### config.mk
export PLATFORM = sky130hd
export DESIGN_NAME = tac_trigger_arm
export DESIGN_NICKNAME = d
export VERILOG_FILES = /design/src/tac_pkg.sv /design/src/tac_arm_select.sv /design/src/tac_trigger_arm.sv
export SDC_FILE = /design/constraint.sdc
export NUM_CORES = 1
export LEC_CHECK = 0
export BUFFER_PORTS_ARGS = -buffer_cell sky130_fd_sc_hd__buf_2
export CAP_MARGIN = 20
export CORE_ASPECT_RATIO = 1.25
export CORE_MARGIN = 2
export CORE_UTILIZATION = 49
export DETAILED_ROUTE_END_ITERATION = 16
export PLACE_DENSITY_LB_ADDON = 0.25
export SYNTH_ARGS = -nofsm -noshare
export SYNTH_HDL_FRONTEND = slang
export SYNTH_SLANG_ARGS = --single-unit
### constraint.sdc
create_clock -name mclk -period 3.95 [get_ports mclk]
set_input_delay 0.1975 -clock mclk [delete_from_list [all_inputs] [get_ports mclk]]
set_output_delay 0.1975 -clock mclk [all_outputs]
set_load 0.01 [all_outputs]
### src/tac_pkg.sv
// Shared constants and types for the trigger arm control block.
// Assumes one 250 MHz clock, mclk, and a synchronous active-low reset.
// How it works
// - With the timer as trigger source, the timer starts only after an arm event.
// - Non-timer trigger source with arm source not always-armed raises error -221.
// - Software arm command arms when arm source is bus or hold.
// - Reset sets the arm source to always-armed.
// - External source takes its arm event from the terminal trigger input.
// - Always-armed source keeps the arm condition permanently true.
// - Backplane source arms from any one of eight selectable lines, 0 to 7.
// - Plug-on source takes its arm event from the plug-on trigger bus.
// - In timer mode an arm event is needed only before the first scan.
// - After each timer scan the timer keeps running and waits for trigger.
// - Abort lets the running scan finish, then returns to idle.
// - With always-armed source and the timer as trigger source, initiate alone starts scanning.
// - Arm source changes are refused while initiated.
// - Arm source query returns the source and the backplane line number.
// - Update window query returns the 16-bit update slot count.
// - Initiate with pending updates applies them as part of initiation.
// - Update window settable from 1 to 512, defaults to 20.
package tac_pkg;

    // Arm source selection codes.
    typedef enum logic [2:0] {
        ARM_BUS  = 3'h0,
        ARM_TRM  = 3'h1,
        ARM_HOLD = 3'h2,
        ARM_ALW  = 3'h3,
        ARM_PLG  = 3'h4,
        ARM_TTL  = 3'h5
    } tac_arm_src_e;

    // Trigger source selection codes.
    typedef enum logic [1:0] {
        TRIG_TIMER = 2'h0,
        TRIG_BUS   = 2'h1,
        TRIG_TRM   = 2'h2,
        TRIG_ALW   = 2'h3
    } tac_trig_src_e;

    // Trigger system states.
    typedef enum logic [1:0] {
        ST_IDLE      = 2'b00,
        ST_WAIT_ARM  = 2'b01,
        ST_WAIT_TRIG = 2'b10,
        ST_SCAN      = 2'b11
    } tac_state_e;

    localparam int            TAC_TTL_LINES      = 8;
    localparam int            TAC_SYNC_BITS      = TAC_TTL_LINES + 2;
    localparam int            TAC_TRM_BIT        = TAC_TTL_LINES;
    localparam int            TAC_PLG_BIT        = TAC_TTL_LINES + 1;
    localparam logic [2:0]    TAC_LINE_RESET     = 3'h0;
    localparam logic [15:0]   TAC_ERR_CONFLICT   = 16'hff23;
    localparam logic [15:0]   TAC_WINDOW_DEFAULT = 16'h0014;
    localparam logic [15:0]   TAC_WINDOW_MIN     = 16'h0001;
    localparam logic [15:0]   TAC_WINDOW_MAX     = 16'h0200;
    localparam tac_arm_src_e  TAC_ARM_RESET      = ARM_ALW;
    localparam tac_trig_src_e TAC_TRIG_RESET     = TRIG_TIMER;

endpackage

### src/tac_arm_select.sv
// Arm source synchroniser and selector.
// Assumes the pins arrive asynchronously to mclk and settings come from mclk logic.
`timescale 1ns/100ps
module tac_arm_select (
    // Clock and reset.
    input  wire logic                        mclk,
    input  wire logic                        nrst,
    // Asynchronous arm pins.
    input  wire logic                        terminalTriggerInput,
    input  wire logic                        plugOnTriggerBus,
    input  wire logic [tac_pkg::TAC_TTL_LINES-1:0] ttlTrigLines,
    // Selection and software arm.
    input  wire tac_pkg::tac_arm_src_e       armSourceSelect,
    input  wire logic [2:0]                  armLineSelect,
    input  wire logic                        softwareArmCommand,
    // Selected arm event.
    output logic                             armEvent
);
    import tac_pkg::*;

    logic [TAC_SYNC_BITS-1:0] syncFirst_reg;
    logic [TAC_SYNC_BITS-1:0] syncSecond_reg;
    logic [TAC_SYNC_BITS-1:0] syncLast_reg;
    logic [TAC_SYNC_BITS-1:0] riseEdge;
    logic [TAC_SYNC_BITS-1:0] pinVec;

    ////////////////////////////////////////////////////////////////////////
    // Gather the pins into one vector and detect edges per bit.
    genvar gi;
    generate
        for (gi = 0; gi < TAC_SYNC_BITS; gi++) begin : gSync
            if (gi < TAC_TTL_LINES) begin : gTtl
                assign pinVec[gi] = ttlTrigLines[gi];
            end else if (gi == TAC_TRM_BIT) begin : gTrm
                assign pinVec[gi] = terminalTriggerInput;
            end else begin : gPlg
                assign pinVec[gi] = plugOnTriggerBus;
            end
            // A rising edge on the synchronised level is one arm event.
            assign riseEdge[gi] = syncSecond_reg[gi] & ~syncLast_reg[gi];
        end
    endgenerate

    // Two-flop synchronisers for all pins, plus a delay stage for edges.
    always_ff @(posedge mclk) begin
        if (!nrst) begin
            syncFirst_reg  <= '0;
            syncSecond_reg <= '0;
            syncLast_reg   <= '0;
        end else begin
            syncFirst_reg  <= pinVec;
            syncSecond_reg <= syncFirst_reg;
            syncLast_reg   <= syncSecond_reg;
        end
    end

    ////////////////////////////////////////////////////////////////////////
    // Only the selected source may produce an arm event.
    always_comb begin
        case (armSourceSelect)
            ARM_BUS, ARM_HOLD: armEvent = softwareArmCommand;
            ARM_TRM:           armEvent = riseEdge[TAC_TRM_BIT];
            ARM_ALW:           armEvent = 1'b1;
            ARM_PLG:           armEvent = riseEdge[TAC_PLG_BIT];
            ARM_TTL:           armEvent = riseEdge[armLineSelect];
            default:           armEvent = 1'b0;
        endcase
    end

endmodule

### src/tac_trigger_arm.sv
// Trigger arm control: settings, trigger state machine, queries and errors.
// Assumes command strobes are one-cycle pulses from mclk logic and the
// scan engine reports scan completion with a one-cycle pulse.
`timescale 1ns/100ps
module tac_trigger_arm (
    // Clock and reset.
    input  wire logic                        mclk,
    input  wire logic                        nrst,
    // Asynchronous arm pins.
    input  wire logic                        terminalTriggerInput,
    input  wire logic                        plugOnTriggerBus,
    input  wire logic [tac_pkg::TAC_TTL_LINES-1:0] ttlTrigLines,
    // Setting commands.
    input  wire logic                        setArmSource,
    input  wire tac_pkg::tac_arm_src_e       armSourceValue,
    input  wire logic [2:0]                  armLineValue,
    input  wire logic                        setTriggerSource,
    input  wire tac_pkg::tac_trig_src_e      triggerSourceValue,
    input  wire logic                        setUpdateWindow,
    input  wire logic [15:0]                 updateWindowValue,
    // Control commands.
    input  wire logic                        softwareArmCommand,
    input  wire logic                        initiateCmd,
    input  wire logic                        abortCmd,
    input  wire logic                        updatesPending,
    // Scan engine.
    input  wire logic                        timerExpired,
    input  wire logic                        triggerEvent,
    input  wire logic                        scanDone,
    output logic                             timerRun,
    output logic                             scanStart,
    output logic                             initiated,
    output logic                             applyUpdates,
    // Queries.
    input  wire logic                        armSourceQuery,
    output logic                             armQueryValid,
    output tac_pkg::tac_arm_src_e            armQuerySource,
    output logic [2:0]                       armQueryLine,
    input  wire logic                        updateSlotCountQuery,
    output logic                             windowQueryValid,
    output logic [15:0]                      windowQueryData,
    // Errors and refusals.
    output logic                             errValid,
    output logic [15:0]                      errCode,
    output logic                             cmdRefused
);
    import tac_pkg::*;

    tac_state_e    state_reg;
    tac_state_e    state_next;
    tac_arm_src_e  armSrc_reg;
    logic [2:0]    armLine_reg;
    tac_trig_src_e trigSrc_reg;
    logic [15:0]   window_reg;
    logic          abortPending_reg;
    logic          timerRun_reg;
    logic          scanStart_reg;
    logic          applyUpdates_reg;
    logic          armQueryValid_reg;
    tac_arm_src_e  armQuerySource_reg;
    logic [2:0]    armQueryLine_reg;
    logic          windowQueryValid_reg;
    logic [15:0]   windowQueryData_reg;
    logic          errValid_reg;
    logic          cmdRefused_reg;
    logic          armEvent;
    logic          isIdle;
    logic          trigHit;
    logic          windowOk;
    logic          conflictNow;
    logic          conflictSet;

    ////////////////////////////////////////////////////////////////////////
    // Arm source selection and pin synchronisation.
    tac_arm_select uArmSelect (
        .mclk                 (mclk),
        .nrst                 (nrst),
        .terminalTriggerInput (terminalTriggerInput),
        .plugOnTriggerBus     (plugOnTriggerBus),
        .ttlTrigLines         (ttlTrigLines),
        .armSourceSelect      (armSrc_reg),
        .armLineSelect        (armLine_reg),
        .softwareArmCommand   (softwareArmCommand),
        .armEvent             (armEvent)
    );

    ////////////////////////////////////////////////////////////////////////
    // Decode helpers.
    assign isIdle      = (state_reg == ST_IDLE);
    assign trigHit     = (trigSrc_reg == TRIG_TIMER) ? timerExpired : triggerEvent;
    assign windowOk    = (updateWindowValue >= TAC_WINDOW_MIN) && (updateWindowValue <= TAC_WINDOW_MAX);
    assign conflictNow = (trigSrc_reg != TRIG_TIMER) && (armSrc_reg != ARM_ALW);

    // Conflict seen with the values that an accepted setting would leave.
    always_comb begin
        conflictSet = 1'b0;
        if (isIdle && setArmSource) begin
            conflictSet = (trigSrc_reg != TRIG_TIMER) && (armSourceValue != ARM_ALW);
        end else if (isIdle && setTriggerSource) begin
            conflictSet = (triggerSourceValue != TRIG_TIMER) && (armSrc_reg != ARM_ALW);
        end
    end

    ////////////////////////////////////////////////////////////////////////
    // Settings, changeable only while idle.
    always_ff @(posedge mclk) begin
        if (!nrst) begin
            armSrc_reg  <= TAC_ARM_RESET;
            armLine_reg <= TAC_LINE_RESET;
            trigSrc_reg <= TAC_TRIG_RESET;
            window_reg  <= TAC_WINDOW_DEFAULT;
        end else begin
            if (setArmSource && isIdle) begin
                armSrc_reg  <= armSourceValue;
                armLine_reg <= armLineValue;
            end
            if (setTriggerSource && isIdle) begin
                trigSrc_reg <= triggerSourceValue;
            end
            if (setUpdateWindow && isIdle && windowOk) begin
                window_reg <= updateWindowValue;
            end
        end
    end

    // Refusal pulse for settings sent while initiated or out of range.
    always_ff @(posedge mclk) begin
        if (!nrst) begin
            cmdRefused_reg <= 1'b0;
        end else begin
            cmdRefused_reg <= (!isIdle && (setArmSource || setTriggerSource || setUpdateWindow))
                           || (setUpdateWindow && !windowOk);
        end
    end

    ////////////////////////////////////////////////////////////////////////
    // Trigger state machine.
    always_comb begin
        state_next = state_reg;
        case (state_reg)
            ST_IDLE: begin
                if (initiateCmd) begin
                    state_next = (trigSrc_reg == TRIG_TIMER) ? ST_WAIT_ARM : ST_WAIT_TRIG;
                end
            end
            ST_WAIT_ARM: begin
                if (abortCmd) begin
                    state_next = ST_IDLE;
                end else if (armEvent) begin
                    state_next = ST_WAIT_TRIG;
                end
            end
            ST_WAIT_TRIG: begin
                if (abortCmd) begin
                    state_next = ST_IDLE;
                end else if (trigHit) begin
                    state_next = ST_SCAN;
                end
            end
            ST_SCAN: begin
                if (scanDone) begin
                    // Later scans return to waiting for trigger, never to arming.
                    state_next = (abortPending_reg || abortCmd) ? ST_IDLE : ST_WAIT_TRIG;
                end
            end
            default: state_next = ST_IDLE;
        endcase
    end

    // State register.
    always_ff @(posedge mclk) begin
        if (!nrst) begin
            state_reg <= ST_IDLE;
        end else begin
            state_reg <= state_next;
        end
    end

    // Abort arriving mid-scan is held until the scan completes.
    always_ff @(posedge mclk) begin
        if (!nrst) begin
            abortPending_reg <= 1'b0;
        end else if (state_reg == ST_SCAN && abortCmd && !scanDone) begin
            abortPending_reg <= 1'b1;
        end else if (state_next == ST_IDLE) begin
            abortPending_reg <= 1'b0;
        end
    end

    // Timer runs from the arm event until the system returns to idle.
    always_ff @(posedge mclk) begin
        if (!nrst) begin
            timerRun_reg <= 1'b0;
        end else begin
            timerRun_reg <= (trigSrc_reg == TRIG_TIMER)
                         && (state_next == ST_WAIT_TRIG || state_next == ST_SCAN);
        end
    end

    // Scan start pulse, and update apply pulse at initiation.
    always_ff @(posedge mclk) begin
        if (!nrst) begin
            scanStart_reg    <= 1'b0;
            applyUpdates_reg <= 1'b0;
        end else begin
            scanStart_reg    <= (state_reg == ST_WAIT_TRIG) && !abortCmd && trigHit;
            applyUpdates_reg <= isIdle && initiateCmd && updatesPending;
        end
    end

    ////////////////////////////////////////////////////////////////////////
    // Settings conflict reported on initiate and on a conflicting setting.
    always_ff @(posedge mclk) begin
        if (!nrst) begin
            errValid_reg <= 1'b0;
        end else begin
            errValid_reg <= (isIdle && initiateCmd && conflictNow) || conflictSet;
        end
    end

    ////////////////////////////////////////////////////////////////////////
    // Query answers, one cycle after the request.
    always_ff @(posedge mclk) begin
        if (!nrst) begin
            armQueryValid_reg    <= 1'b0;
            armQuerySource_reg   <= TAC_ARM_RESET;
            armQueryLine_reg     <= TAC_LINE_RESET;
            windowQueryValid_reg <= 1'b0;
            windowQueryData_reg  <= TAC_WINDOW_DEFAULT;
        end else begin
            armQueryValid_reg    <= armSourceQuery;
            windowQueryValid_reg <= updateSlotCountQuery;
            if (armSourceQuery) begin
                armQuerySource_reg <= armSrc_reg;
                armQueryLine_reg   <= armLine_reg;
            end
            if (updateSlotCountQuery) begin
                windowQueryData_reg <= window_reg;
            end
        end
    end

    ////////////////////////////////////////////////////////////////////////
    // Outputs.
    assign timerRun         = timerRun_reg;
    assign scanStart        = scanStart_reg;
    assign initiated        = !isIdle;
    assign applyUpdates     = applyUpdates_reg;
    assign armQueryValid    = armQueryValid_reg;
    assign armQuerySource   = armQuerySource_reg;
    assign armQueryLine     = armQueryLine_reg;
    assign windowQueryValid = windowQueryValid_reg;
    assign windowQueryData  = windowQueryData_reg;
    assign errValid         = errValid_reg;
    assign errCode          = TAC_ERR_CONFLICT;
    assign cmdRefused       = cmdRefused_reg;
endmodule

==> flow_summary.ini, run 1 <==
[clocking]
cts_tree = built
clk_pin_slew_worst_paths_ns = 0.09
cts_resized = 0
ctsLongestPathBuffers = 2
clock_insertion_delay_worst_skew_ns = 0.34
cts_hold_buf = 0
cts_buffers = 9
cts_max_level = 3
cts.root.buffer_cell = sky130_fd_sc_hd__clkbuf_8
cts.sinks = 86
cts.repair_timing.setup_buffer_count = 0

[sta]
grt_setup_unrepaired = false
setup-violations-final = 0
min_period_ns = 2.348
report.final.slew_viol_count = 0
timing.final.hold_violations = 0
setup_slack_ns = 1.602
fin_tns_setup_ns = 0
max_clock_freq_mhz = 425.9
worst_max_slew_margin_expressed_relative_to_the_limit = 0.4664
max_slew.worst_pin.slew_ns = 0.7974
fin_crit_sh = 0.5944
skew_ns = 0.009074

[placed_design]
place.port_buffers = 77
hpwl_after_detailed_placement_um = 4420
gp_routability_congestion = 0.8123
dpl-instance-area_sq_um = 3692
post-place-ws_ns = 1.516

[logic_synthesis]
post_synthesis_cell_count = 324
post_synth_num_cell_types = 45
count_of_state_elements_after_synthesis = 86
postSynthAreaPerCell_sq_um = 10.28
synth.yosys.warnings = 0
ys_seq_area_frac = 0.5169
syn_area_sq_um = 3331

[setup_path]
timing.rr.start = state_reg[1]
cp-startpoint = state_reg[1]
worst-r2r-cell-count = 5
rr_endpoint = window_reg[8]
maximum_fanout_count_along_the_critical_path = 10
timing.critical_path.to = window_reg[8]
worst_ep_required_time_ns = 4.21
timing.critical_path.arrival_ns = 2.61
critical_path_class = reg2reg
reg2reg_setup_slack_ns = 1.60
worstSetupEndpointType = flip-flop
start_kind = flip-flop

[drt]
avgViaCountPerCell = 4.867
totalWireLength_um = 6171
drt-pass1-iter-count = 4
post-route-drc-count = 0
dr.first_iter.drc_count = 110
vias = 2370
routed_wire_length_per_instance_um = 12.67
postRouteAntennaNets = 0

[pwr]
powerDensity_nw_per_um2 = 433.6
totalPowerFinal_mw = 1.691
irDropWorstVdd_mv = 0.2183
power.static_leakage_nw = 1.752

[die]
floorplan.die.height_um = 96.18
die_area_sq_um = 7477
boundaryPins = 94
core.rowCount = 33
dieWidth_um = 77.74
floorplan.core_area_sq_um = 6565
initial_utilization = 0.5073

[worst_hold_path]
hold_path_class = in2reg
worst_hold_path_stage_count = 2

[job]
drv.max_cap_violation_count = 0

[outcome]
status = finished clean

[finish]
drive_gt1_frac = 0.2550
fillerInstances = 584
n_antenna_cell = 0
area_growth_syn_to_layout_pct = 17.05
design.final.nets = 443
postLayoutCellArea_sq_um = 3899

[global_route]
global_route_wire_length_before_repair_um = 9839
largest_net_degree_at_the_start_of_global_routing = 53
gr-usage-all-layers = 0.1699
grt_overflow_total = 0
grt_pass1_vias = 2190
number_of_antenna_violations_at_the_first_check_in_global_routing = 0
-- how the worst min path moves through the flow --
stage          slack [ns]                          end              from
2_1_floorplan        0.27                    scanStart          abortCmd
3_3_place_gp         0.40  uArmSelect.syncFirst_reg[9]  plugOnTriggerBus
3_5_place_dp         0.41  uArmSelect.syncFirst_reg[9]  plugOnTriggerBus
4_1_cts              0.03  uArmSelect.syncFirst_reg[9]  plugOnTriggerBus
5_1_grt              0.03  uArmSelect.syncFirst_reg[0]   ttlTrigLines[0]
6_report             0.05  uArmSelect.syncFirst_reg[9]  plugOnTriggerBus
-- cell families after synthesis --
group           share of synthesized area
buf+inv                           0.06236
simple gates                       0.2359
mux                                0.1281
compound gates                    0.05185
xor+xnor                         0.002630
other cells                      0.002255
flops                              0.5169
-- power breakdown --
| group | switching (mW) | internal (mW) |
|---|---|---|
| Sequential | 0.0201 | 0.895 |
| Combinational | 0.0841 | 0.0701 |
| Clock | 0.309 | 0.313 |
-- synth_stat cells, drive strengths merged --
library cell / instances / share of area
a32oi: 1 / 0.0026
nor4bb: 2 / 0.0060
a22oi: 1 / 0.0023
and2b: 2 / 0.0045
o22ai: 1 / 0.0019
clkbuf: 11 / 0.012
a21oi: 5 / 0.0075
a31oi: 1 / 0.0019
and3: 6 / 0.011
or4: 1 / 0.0034
xnor2: 1 / 0.0026
nand2b: 2 / 0.0038
nand4: 1 / 0.0019
nand3: 5 / 0.0075
and3b: 1 / 0.0026
nand4b: 1 / 0.0026
o31ai: 1 / 0.0023
a22o: 1 / 0.0026
and2: 32 / 0.060
a21boi: 5 / 0.011
buf: 22 / 0.048
or3: 2 / 0.0038
nor4: 5 / 0.014
dfxtp: 86 / 0.52
mux2i: 37 / 0.11
nand2: 28 / 0.032
o21a: 1 / 0.0023
a31o: 1 / 0.0026
mux2: 1 / 0.0034
a32o: 1 / 0.0030
nor4b: 1 / 0.0026
o311a: 1 / 0.0030
or3b: 1 / 0.0026
mux4: 2 / 0.014
o21ai: 4 / 0.0060
a311oi: 1 / 0.0026
conb: 2 / 0.0023
and4: 2 / 0.0053
nor2b: 31 / 0.058
nor3: 2 / 0.0030
nor2: 10 / 0.011
inv: 2 / 0.0023
-- worst max-delay path: stages, from the launching register on --
cell and delay [ns]:
sky130_fd_sc_hd__dfxtp_1 0.41, sky130_fd_sc_hd__nor4_1 0.54, sky130_fd_sc_hd__nand4b_1 0.22, sky130_fd_sc_hd__mux2i_1 0.62, sky130_fd_sc_hd__buf_4 0.29, sky130_fd_sc_hd__mux2i_1 0.19
-- cell usage in the layout, fill, tap and decap left out, drive strengths merged, types with 2 or more instances in the layout --
master and count:
a21oi 5, nand2b 2, and4 2, mux4 2
dfxtp 86, and2b 2, nor4 5, nor3 2
clkbuf 10, nand2 28, nand3 5, and3 6
or3 2, clkinv 3, a21boi 5, o21ai 4
mux2i 37, nor2b 31, and2 32, inv 3
nor2 10, nor4bb 2, buf 79, conb 16
-- metrics by stage --
step / hold WS (ns) / util / instances
2_1_floorplan: 0.2742 / - / 338
3_3_place_gp: 0.4016 / 0.5624 / 471
3_5_place_dp: 0.4060 / 0.5624 / 471
4_1_cts: 0.03432 / 0.5939 / 487
5_1_grt: 0.03052 / 0.5939 / 487
6_report: 0.05249 / 0.5939 / 487
-- area by class of cell --
class	instances	area, sq um	share of cell area
clock inverters	6	68.82	0.01765
flip-flops and latches	86	1722	0.4416
repair buffers	79	400.4	0.1027
inverters	2	7.507	0.001926
clock buffers	10	137.6	0.03530
multi-input cells	217	1454	0.3729
well taps	87	108.9	0.02792
-- layer usage --
| layer | up-vias | track usage | wire (um) |
|---|---|---|---|
| li1 | 1203 | - | - |
| met4 | 0 | 0.08482 | 87 |
| met5 | - | 0 | 0 |
| met2 | 66 | 0.2823 | 3037 |
| met1 | 1093 | 0.2014 | 2711 |
| met3 | 8 | 0.04878 | 334 |
(Power assumes the default switching activity.)
==> inputs of run 2 (changes only) <==
CORE_UTILIZATION = 46   (was 49)
clock period = 2 ns   (was 3.95 ns; I/O delays follow)
==> flow_summary.ini, run 2 (synthesis results as in run 1) <==
[clocking]
ctsLongestPathBuffers = 2
cts_hold_buf = 11
clock_insertion_delay_worst_skew_ns = 0.35
cts.sinks = 86
cts_tree = built
cts.root.buffer_cell = sky130_fd_sc_hd__clkbuf_8
cts_resized = 0
clk_pin_slew_worst_paths_ns = 0.09
cts_buffers = 9
cts.repair_timing.setup_buffer_count = 0
cts_max_level = 3

[setup_path]
start_kind = flip-flop
critPathMostFrequentCell = sky130_fd_sc_hd__mux2i_1
maximum_fanout_count_along_the_critical_path = 5
timing.critical_path.arrival_ns = 1.92
critPathSlowestCell = sky130_fd_sc_hd__nor4_1
worst-r2r-cell-count = 5
critical_path_class = reg2reg
worst_path_largest_cell_delay_ns = 0.47
worst_ep_required_time_ns = 2.27
worstSetupEndpointType = flip-flop
worstPathCellList = nor4_1, nand4_1, mux2i_1, buf_4, mux2i_1

[drt]
vias = 2433
avgViaCountPerCell = 4.799
postRouteAntennaNets = 0
post-route-drc-count = 0
dr.first_iter.drc_count = 79
routed_wire_length_per_instance_um = 13.22
drt-pass1-iter-count = 4
totalWireLength_um = 6704

[sta]
skew_ns = 0.01298
worst_max_slew_margin_expressed_relative_to_the_limit = 0.6062
max_slew.worst_pin.slew_ns = 0.5853
timing.final.hold_violations = 0
report.final.slew_viol_count = 0
max_clock_freq_mhz = 605.4
fin_crit_sh = 0.8259
fin_tns_setup_ns = 0
min_period_ns = 1.652
grt_setup_unrepaired = false
setup-violations-final = 0

[placed_design]
gp_routability_congestion = 0.8263
place.port_buffers = 77
hpwl_after_detailed_placement_um = 4745
place_inst = 480

[finish]
n_antenna_cell = 0
fin_util = 0.5802
most_frequent_cells_in_the_layout = 86 x sky130_fd_sc_hd__dfxtp_1, 77 x sky130_fd_sc_hd__buf_2, 37 x sky130_fd_sc_hd__mux2i_1
area_growth_syn_to_layout_pct = 21.53
design.final.nets = 460
drive_gt1_frac = 0.2590
instances_no_fill = 507
most_common_cell_after_layout_fill_and_taps_aside = sky130_fd_sc_hd__dfxtp_1

[die]
dieWidth_um = 80.11
die_area_sq_um = 7942
floorplan.die.height_um = 99.14
initial_utilization = 0.4774
boundaryPins = 94
floorplan.core_area_sq_um = 6977
core.rowCount = 34

[pwr]
share_comb_of_total_power = 0.103
totalPowerFinal_mw = 3.340
powerDensity_nw_per_um2 = 825.3
clock_power_share = 0.358
irDropWorstVdd_mv = 0.4499
power.switching_mw = 0.8293
internal_power_mw = 2.511
power_switching_share = 0.2483
power.static_leakage_nw = 1.821
power.share.sequential = 0.539

[global_route]
grt_pass1_vias = 2361
gr-usage-all-layers = 0.1734
grt_overflow_total = 0
global_route_wire_length_before_repair_um = 10760
largest_net_degree_at_the_start_of_global_routing = 38
number_of_antenna_violations_at_the_first_check_in_global_routing = 0

[job]
drv.max_cap_violation_count = 0

[outcome]
status = finished clean

[worst_hold_path]
hold_path_class = in2reg
worst_hold_path_stage_count = 2
## run 2: routing by layer
metal	GRT usage	wire [um]	vias to the layer above	share of wire
met5	0	0	-	0
met4	0.07823	117	0	0.017
met3	0.03539	341	9	0.051
met2	0.2974	3417	67	0.51
met1	0.2071	2827	1126	0.42
li1	-	-	1231	-
## run 2: path summary, 6_finish.rpt
check                               from                      endpoint  slack (ns)
min reg2reg  uArmSelect.syncFirst_reg[5]  uArmSelect.syncSecond_reg[5]        0.43
max reg2reg                 state_reg[1]                 window_reg[9]        0.35
min                       updatesPending                  applyUpdates       0.009
max                         state_reg[1]                 window_reg[9]        0.35
## run 2: power by group through the flow
stage | registers (mW) | clock network, mW | logic [mW]
3_5_place_dp | 1.84 | 0 | 0.328
3_3_place_gp | 1.84 | 0 | 0.321
4_1_cts | 1.80 | 1.22 | 0.346
6_report | 1.80 | 1.19 | 0.344
2_1_floorplan | 1.84 | 0 | 0.226
5_1_grt | 1.81 | 1.29 | 0.381
## run 2: cell type report
cell class | instances | area (sq um)
fillers | 637 | 2929
flip-flops and latches | 86 | 1722
multi-input cells | 217 | 1454
repair buffers | 96 | 555.5
clock buffers | 9 | 123.9
well taps | 90 | 112.6
clock inverters | 7 | 72.57
inverters | 2 | 7.507
## run 2: critical path: cells and delay by family (launching register included)
kind / cells / cell delay (ns)
buffers and inverters: 1 / 0.19
flip-flops: 1 / 0.34
multiplexers: 2 / 0.40
AND/OR/NAND/NOR: 2 / 0.65
## run 2: metrics by stage
step / hold WS (ns) / area (sq um) / worst slack [ns]
3_5_place_dp: 0.3098 / 3741 / 0.1753
5_1_grt: 0.01854 / 4048 / 0.1599
2_1_floorplan: 0.1767 / 3383 / 0.3924
4_1_cts: 0.005048 / 4048 / 0.3013
6_report: 0.008816 / 4048 / 0.3482
3_3_place_gp: 0.3068 / 3741 / 0.2147
